### src/design/nvb_pkg.sv
/*
 * Package for the byte-access controller of a 512-byte nonvolatile array:
 * register indices, field positions, reset values and timing counts.
 * Assumes a single 125 MHz clock shared by both ends of the register link.
 */
package nvb_pkg;
    // Array geometry
    localparam int unsigned ARRAY_BYTES = 512;
    localparam int unsigned INDEX_W     = 9;
    localparam int unsigned DATA_W      = 8;

    // Register selectors on the register link
    localparam logic [1:0] SEL_INDEX_LOW  = 2'h0;
    localparam logic [1:0] SEL_INDEX_HIGH = 2'h1;
    localparam logic [1:0] SEL_BUFFER     = 2'h2;
    localparam logic [1:0] SEL_CONTROL    = 2'h3;

    // Control register fields
    localparam int unsigned CTL_READ_STROBE  = 0;
    localparam int unsigned CTL_WRITE_STROBE = 1;
    localparam int unsigned CTL_MASTER_WE    = 2;
    localparam int unsigned CTL_READY_IRQ_EN = 3;
    localparam logic [7:0]  CTL_RESET        = 8'h00;

    // Timing
    localparam int unsigned MWE_WINDOW_CYCLES = 4;
    localparam int unsigned WRITE_STALL       = 2;
    localparam int unsigned READ_STALL        = 4;
    localparam int unsigned PROG_OSC_CYCLES   = 67584;
    localparam logic [2:0]  STALL_NONE        = 3'h0;

    // APB map of the controller's own registers (byte addresses)
    localparam logic [7:0] APB_CMD     = 8'h00;
    localparam logic [7:0] APB_ADDR    = 8'h04;
    localparam logic [7:0] APB_WDATA   = 8'h08;
    localparam logic [7:0] APB_STATUS  = 8'h0c;
    localparam logic [7:0] APB_RDATA   = 8'h10;
    localparam logic [7:0] APB_GLOBAL  = 8'h14;
    localparam logic [31:0] APB_ERR_VAL = 32'hdead0000;

    // Controller commands written to APB_CMD
    localparam logic [1:0] CMD_READ_BYTE  = 2'h1;
    localparam logic [1:0] CMD_WRITE_BYTE = 2'h2;
    localparam logic [1:0] CMD_SET_IRQEN  = 2'h3;
endpackage : nvb_pkg

### src/design/nvb_link_if.sv
/*
 * Register link between a core-side controller and the nonvolatile
 * byte-access device. One register access per cycle, single clock.
 */
interface nvb_link_if;
    logic       wrEn;          // Register write strobe
    logic       rdEn;          // Register read strobe
    logic [1:0] sel;           // Register selector
    logic [7:0] wrData;        // Write byte
    logic [7:0] rdData;        // Read byte, combinational from device
    logic       stall;         // Core halted
    logic       globalIrqEn;   // Core global interrupt enable
    logic       selfProgBusy;  // Flash self-programming in progress
    logic       readyIrq;      // Level ready interrupt

    modport device (input wrEn, input rdEn, input sel, input wrData, output rdData,
                    output stall, input globalIrqEn, input selfProgBusy,
                    output readyIrq);
    modport core (output wrEn, output rdEn, output sel, output wrData, input rdData,
                  input stall, output globalIrqEn, output selfProgBusy,
                  input readyIrq);
endinterface : nvb_link_if

### src/design/nvb_core_ctrl.sv
/*
 * Core-side controller: takes byte read/write commands over APB and runs
 * the register sequences on the link. Assumes APB and link share clk.
 */
module nvb_core_ctrl (
    input  wire logic        clk,
    input  wire logic        arst_n,
    input  wire logic        psel,
    input  wire logic        penable,
    input  wire logic        pwrite,
    input  wire logic [7:0]  paddr,
    input  wire logic [31:0] pwdata,
    output logic      [31:0] prdata,
    output logic             pready,
    output logic             pslverr,
    input  wire logic        flashBusy,
    nvb_link_if.core         link
);
    typedef enum logic [2:0] {
        ST_IDLE = 3'b000, ST_POLL = 3'b001, ST_IDXL = 3'b010, ST_IDXH = 3'b011,
        ST_DATA = 3'b100, ST_MWE  = 3'b101, ST_GO   = 3'b110, ST_FETCH = 3'b111
    } nvb_state_t;

    nvb_state_t state_reg;
    logic [1:0] cmd_reg;
    logic [8:0] addr_reg;
    logic [7:0] wdata_reg, rdata_reg;
    logic       gie_reg, irqEn_reg, done_reg;
    logic       wrEn_reg, rdEn_reg;
    logic [1:0] sel_reg;
    logic [7:0] wrData_reg;

    wire access = psel && penable;
    wire apbWr  = access && pwrite;
    wire idle   = state_reg == ST_IDLE;
    wire [31:0] rdMux = paddr == nvb_pkg::APB_ADDR   ? {23'h0, addr_reg} :
                        paddr == nvb_pkg::APB_WDATA  ? {24'h0, wdata_reg} :
                        paddr == nvb_pkg::APB_STATUS ? {29'h0, link.readyIrq, done_reg, !idle} :
                        paddr == nvb_pkg::APB_RDATA  ? {24'h0, rdata_reg} :
                        paddr == nvb_pkg::APB_GLOBAL ? {31'h0, gie_reg} :
                        paddr == nvb_pkg::APB_CMD    ? 32'h0 : nvb_pkg::APB_ERR_VAL;
    wire badAddr = rdMux == nvb_pkg::APB_ERR_VAL;

    assign link.wrEn         = wrEn_reg;
    assign link.rdEn         = rdEn_reg;
    assign link.sel          = sel_reg;
    assign link.wrData       = wrData_reg;
    assign link.globalIrqEn  = gie_reg;
    assign link.selfProgBusy = flashBusy;

    // APB slave: one-cycle access phase
    always_ff @(posedge clk or negedge arst_n)
    begin
        if (!arst_n)
        begin
            prdata  <= 32'h0;
            pready  <= 1'b0;
            pslverr <= 1'b0;
        end
        else
        begin
            pready  <= psel && !penable;
            pslverr <= psel && !penable && badAddr;
            prdata  <= (psel && !penable && !pwrite && !badAddr) ? rdMux : 32'h0;
        end
    end

    // Sequencer: poll busy, load index and data, arm, strobe
    always_ff @(posedge clk or negedge arst_n)
    begin
        if (!arst_n)
        begin
            state_reg  <= ST_IDLE;
            cmd_reg    <= 2'h0;
            addr_reg   <= 9'h000;
            wdata_reg  <= 8'h00;
            rdata_reg  <= 8'h00;
            gie_reg    <= 1'b0;
            irqEn_reg  <= 1'b0;
            done_reg   <= 1'b0;
            wrEn_reg   <= 1'b0;
            rdEn_reg   <= 1'b0;
            sel_reg    <= nvb_pkg::SEL_CONTROL;
            wrData_reg <= 8'h00;
        end
        else
        begin
            wrEn_reg <= 1'b0;
            rdEn_reg <= 1'b0;
            if (apbWr && pready && paddr == nvb_pkg::APB_ADDR && idle)
                addr_reg <= pwdata[8:0];
            if (apbWr && pready && paddr == nvb_pkg::APB_WDATA && idle)
                wdata_reg <= pwdata[7:0];
            if (apbWr && pready && paddr == nvb_pkg::APB_GLOBAL)
                gie_reg <= pwdata[0];
            unique case (state_reg)
                ST_IDLE:
                    if (apbWr && pready && paddr == nvb_pkg::APB_CMD)
                    begin
                        cmd_reg  <= pwdata[1:0];
                        irqEn_reg <= pwdata[1:0] == nvb_pkg::CMD_SET_IRQEN ? pwdata[4]
                                                                            : irqEn_reg;
                        done_reg <= 1'b0;
                        sel_reg  <= nvb_pkg::SEL_CONTROL;
                        state_reg <= ST_POLL;
                    end
                ST_POLL:   // Wait for write strobe and flash programming to clear
                    if (!link.rdData[nvb_pkg::CTL_WRITE_STROBE] && !flashBusy && !link.stall)
                    begin
                        wrEn_reg   <= 1'b1;
                        sel_reg    <= nvb_pkg::SEL_INDEX_LOW;
                        wrData_reg <= addr_reg[7:0];
                        state_reg  <= ST_IDXL;
                    end
                ST_IDXL:
                begin
                    wrEn_reg   <= 1'b1;
                    sel_reg    <= nvb_pkg::SEL_INDEX_HIGH;
                    wrData_reg <= {7'h00, addr_reg[8]};
                    state_reg  <= ST_IDXH;
                end
                ST_IDXH:
                begin
                    wrEn_reg   <= 1'b1;
                    sel_reg    <= cmd_reg == nvb_pkg::CMD_WRITE_BYTE ? nvb_pkg::SEL_BUFFER
                                                                     : nvb_pkg::SEL_CONTROL;
                    wrData_reg <= cmd_reg == nvb_pkg::CMD_WRITE_BYTE ? wdata_reg :
                                  cmd_reg == nvb_pkg::CMD_READ_BYTE  ? {4'h0, irqEn_reg, 3'h1}
                                                                     : {4'h0, irqEn_reg, 3'h0};
                    state_reg  <= cmd_reg == nvb_pkg::CMD_WRITE_BYTE ? ST_DATA : ST_FETCH;
                end
                ST_DATA:   // Arm master enable with strobe zero
                begin
                    wrEn_reg   <= 1'b1;
                    sel_reg    <= nvb_pkg::SEL_CONTROL;
                    wrData_reg <= {4'h0, irqEn_reg, 3'h4};
                    state_reg  <= ST_MWE;
                end
                ST_MWE:    // Strobe the next cycle, inside the window
                begin
                    wrEn_reg   <= 1'b1;
                    wrData_reg <= {4'h0, irqEn_reg, 3'h6};
                    state_reg  <= ST_GO;
                end
                ST_GO:
                begin
                    done_reg  <= 1'b1;
                    state_reg <= ST_IDLE;
                end
                ST_FETCH:  // Let the strobe land and its stall end, then read the buffer
                    if (!link.stall && !wrEn_reg)
                    begin
                        if (sel_reg != nvb_pkg::SEL_BUFFER)
                            sel_reg <= nvb_pkg::SEL_BUFFER;
                        else
                        begin
                            rdEn_reg  <= 1'b1;
                            state_reg <= ST_GO;
                            rdata_reg <= link.rdData;
                        end
                    end
            endcase
        end
    end
endmodule : nvb_core_ctrl

### src/flat_wrapper.sv
// flat-port wrapper written by rule: the top's interface ports become plain ports
module nvb_core_ctrl_flat 
  (clk, arst_n, psel, penable, pwrite, paddr, pwdata, prdata, pready, pslverr, flashBusy, link_wrEn, link_rdEn, link_sel, link_wrData, link_rdData, link_stall, link_globalIrqEn, link_selfProgBusy, link_readyIrq);
  nvb_link_if link_i ();
  input  wire logic clk;
  input  wire logic arst_n;
  input  wire logic psel;
  input  wire logic penable;
  input  wire logic pwrite;
  input  wire logic [7:0] paddr;
  input  wire logic [31:0] pwdata;
  output logic      [31:0] prdata;
  output logic pready;
  output logic pslverr;
  input  wire logic flashBusy;
  output wire logic [$bits(link_i.wrEn)-1:0] link_wrEn;
  output wire logic [$bits(link_i.rdEn)-1:0] link_rdEn;
  output wire logic [$bits(link_i.sel)-1:0] link_sel;
  output wire logic [$bits(link_i.wrData)-1:0] link_wrData;
  input wire logic [$bits(link_i.rdData)-1:0] link_rdData;
  input wire logic [$bits(link_i.stall)-1:0] link_stall;
  output wire logic [$bits(link_i.globalIrqEn)-1:0] link_globalIrqEn;
  output wire logic [$bits(link_i.selfProgBusy)-1:0] link_selfProgBusy;
  input wire logic [$bits(link_i.readyIrq)-1:0] link_readyIrq;
  assign link_wrEn = link_i.wrEn;
  assign link_rdEn = link_i.rdEn;
  assign link_sel = link_i.sel;
  assign link_wrData = link_i.wrData;
  assign link_i.rdData = link_rdData;
  assign link_i.stall = link_stall;
  assign link_globalIrqEn = link_i.globalIrqEn;
  assign link_selfProgBusy = link_i.selfProgBusy;
  assign link_i.readyIrq = link_readyIrq;
  nvb_core_ctrl u_core (.clk(clk), .arst_n(arst_n), .psel(psel), .penable(penable), .pwrite(pwrite), .paddr(paddr), .pwdata(pwdata), .prdata(prdata), .pready(pready), .pslverr(pslverr), .flashBusy(flashBusy), .link(link_i));
endmodule
### config.mk
export PLATFORM = sky130hd
export DESIGN_NAME = nvb_core_ctrl_flat
export DESIGN_NICKNAME = d
export VERILOG_FILES = /design/src/design/nvb_pkg.sv /design/src/design/nvb_link_if.sv /design/src/design/nvb_core_ctrl.sv /design/src/flat_wrapper.sv
export SDC_FILE = /design/constraint.sdc
export NUM_CORES = 1
export LEC_CHECK = 0
export BUFFER_PORTS_ARGS = -buffer_cell sky130_fd_sc_hd__clkbuf_2
export CAP_MARGIN = 20
export CORE_MARGIN = 2
export CORE_UTILIZATION = 40
export CTS_CLUSTER_DIAMETER = 50
export DETAILED_ROUTE_END_ITERATION = 12
export PLACE_DENSITY = 0.73
export RECOVER_POWER = 100
export SLEW_MARGIN = 25
export SYNTH_ARGS = -nofsm -noshare
export SYNTH_HDL_FRONTEND = slang
export SYNTH_SLANG_ARGS = --single-unit
### constraint.sdc
create_clock -name clk -period 1.65 [get_ports clk]
set_input_delay 0.165 -clock clk [delete_from_list [all_inputs] [get_ports clk]]
set_output_delay 0.165 -clock clk [all_outputs]
set_load 0.01 [all_outputs]
==> results.py <==
metrics = {
    "run_status": {
        "outcome": "complete, but fails checks",
        "violations": "setup timing",
    },
    "sta": {
        "setup_viol": 8,
        "rsz0062_at_grt": "true",
        "min_period_ps": 1696,
        "relSlewSlack_pct": 32.52,
        "slew_viol_final": 0,
        "fin_skew_ps": 3.483,
        "fin_ws_ps": -45.67,
        "finalHoldViolCount": 0,
        "worstMarginPinSlew_ps": 1012,
        "tns_ps": -324.1,
        "timing.final.crit_share_pct": 102.8,
        "fmax_mhz": 589.7,
    },
    "cells_and_area": {
        "final_util_pct": 51.26,
        "final_cell_mix": "dfrtp_1 (54), clkbuf_1 (40), clkbuf_2 (30)",
        "largest_reg_flops": 10,
        "finalNetCount": 420,
        "drive_gt1_share_pct": 34.24,
        "final_cells": 467,
        "layout_commonest_cell": "dfrtp_1",
        "diodes": 0,
        "fillers": 693,
        "syn2layout_area_growth_pct": 25.55,
    },
    "drt": {
        "first_pass_iters": 4,
        "antenna_left": 0,
        "route.detailed.drc": 0,
        "wl_um": 7102,
        "via_count": 2350,
        "drt_iter0_drc": 134,
        "wire_per_inst_um": 15.21,
        "routed_via_density": 5.032,
    },
    "synth": {
        "netlist_top_cells_area": "dfrtp_1 (47%), mux2_2 (11%), buf_4 (5.9%), nor2b_1 (2.6%), nand2_1 (2.2%)",
        "yosys.area_share.simple_pct": 17.22,
        "synth_area_per_cell_sq_um": 10.67,
        "synth_top_cell_by_area": "dfrtp_1",
        "netlist_area_sq_um": 2914,
        "synth_mux_area_share_pct": 11.21,
        "yosysSeqAreaShare_pct": 49.03,
        "synth_seq_cells": 57,
        "synthFlopType": "dfrtp_1",
        "synth_top_family_by_area": "simple AND/OR/NAND/NOR gates",
        "synth_cells": 273,
        "synth-xor-area-share_pct": 0,
        "ys_types": 50,
        "synth_compound_area_share_pct": 13.10,
        "synth_edf_count": 0,
        "synthArstFlopShare_pct": 100.0,
        "synth_fa_ha_area_share_pct": 0.4294,
        "synth.yosys.warnings": 0,
        "yosysTopAreaCellShare_pct": 47.23,
    },
    "place": {
        "dp.cells": 443,
        "port_buffers": 68,
        "dp_slack_ps": -81.01,
        "gp_congestion": 0.9009,
        "hpwlAfterDp_um": 5136,
    },
    "flow_run": {
        "cap_violations": 0,
    },
    "worst_setup_path": {
        "crit_family": "simple AND/OR/NAND/NOR gates",
        "crit_buf_inv": 1,
        "critPathLaunchType": "flip-flop",
        "crit_chain": "nand3b_1 -> or4_1 -> buf_6 -> mux2_2",
        "worst_ep_arrival_time_ps": 1930,
        "endpoint_kind": "flip-flop",
        "critPathKind": "flip-flop to flip-flop",
        "critPathRequiredTime_ps": 1880,
        "max_stage_delay_ps": 530,
        "crit_slowest_cell": "dfstp_2",
        "crit_fanout": 9,
    },
    "cts": {
        "htreeDepth": 3,
        "clockRootBuffer": "clkbuf_8",
        "clock_sinks": 57,
        "clk_path_buf_depth": 2,
        "cts_tree": "yes",
        "clkTransAtPathRegs_ps": 70,
        "numCtsBuffers": 9,
        "clk_latency_ps": 340,
    },
    "floorplanning": {
        "start_util_pct": 40.83,
        "die_w_um": 89.35,
        "ios": 104,
        "rows": 31,
        "die_area_sq_um": 7983,
        "core_area_sq_um": 7137,
        "die_h_um": 89.35,
    },
    "global_routing": {
        "grt_pass1_vias": 2255,
        "grt_max_degree": 41,
        "grt_usage_pct": 18.81,
        "grt_pass1_wl_um": 11040,
        "gr-total-overflow": 0,
        "antenna_found_initial": 0,
    },
    "hold_path": {
        "hp-class": "input pin to flip-flop",
    },
    "power_and_ir_drop": {
        "powerDensity_nw_per_um2": 1293,
        "peakVddDrop_mv": 0.6190,
        "leakage_nw": 1.688,
        "design_power_total_mw": 4.731,
    },
}
[cell families (layout without fill, tap and decap cells)]
logic type	count (synthesis)	count (layout)
fa+ha+maj	1	1
mux	29	29
other cells	1	13
buf+inv	42	125
compound gates	56	56
simple gates	87	87
flops	57	57
[metrics by stage]
| step | area (sq um) | hold slack, ps |
|---|---|---|
| floorplan | 2968 | -130.6 |
| global placement | 3410 | 136.5 |
| detailed placement | 3410 | 146.8 |
| CTS | 3672 | 39.88 |
| global route | 3659 | 33.76 |
| finish | 3659 | 50.63 |
[power by group]
group          total (mW)  internal, mW  switching (mW)
sequential           1.79          1.64           0.147
clock                1.11         0.535           0.573
combinational        1.84         0.864           0.971
[final timing paths]
path	from	endpoint	slack (ps)	cells after the start
setup / recovery	u_core.link.sel[1]$_DFFE_PN1P_	u_core.rdata_reg[3]$_DFFE_PN0P_	-50	4
hold / removal	link_rdData[6]	u_core.rdata_reg[6]$_DFFE_PN0P_	50	2
setup reg to reg	u_core.link.sel[1]$_DFFE_PN1P_	u_core.rdata_reg[3]$_DFFE_PN0P_	-50	4
hold reg to reg	u_core.link.wrData[3]$_DFFE_PN0P_	u_core.link.wrData[3]$_DFFE_PN0P_	480	2
max in group asynchronous	arst_n	asynchronous set/reset pin	240	3
min in group asynchronous	arst_n	u_core.link.wrEn$_DFF_PN0_	500	2
[layout make-up]
type,instances,area (sq um),share of cell area [%]
Clock buffer,9,123.9,3.386
Multi-Input combinational cell,186,1333,36.42
Inverter,8,30.03,0.8208
Clock inverter,7,47.55,1.300
Sequential cell,57,1430,39.09
Timing Repair Buffer,101,570.5,15.60
Tap cell,99,123.9,3.386
[worst register-to-register path, stage by stage, from the launching register on]
cell and delay [ps]:
dfstp_2 530, nand3b_1 110, or4_1 510, buf_6 170, mux2_2 270
[metal layers]
metal	track usage [%]	up-vias	wire, um
li1	-	1132	-
met1	23.24	1133	2979
met2	30.57	75	3575
met3	6.741	10	420
met4	6.513	0	126
met5	0	-	0
[repair_timing]
action	CTS	global route
setup buffers	6	1
endpoints found under the setup margin	12	24
endpoints found under the hold margin	15	0
resized for setup	8	11
pin swaps	5	3
hold buffers	1	0
[synthesized netlist by cell type, types with 2 or more instances]
cell type / n
dfrtp_1: 55
mux2_2: 28
buf_4: 23
nand2_1: 17
nor2_1: 16
a21oi_1: 12
nor2b_1: 12
nor3_1: 9
inv_1: 8
o21ai_0: 8
a211oi_1: 7
buf_2: 6
nand2b_1: 6
a22oi_1: 5
a2bb2oi_1: 5
clkbuf_1: 4
o31ai_1: 4
or3_1: 4
a31oi_1: 3
nand4_1: 3
or4_1: 3
and3_1: 2
dfstp_2: 2
nor3_2: 2
nor3_4: 2
nor3b_1: 2
o22ai_1: 2
Power figures use the tool's default switching activity.
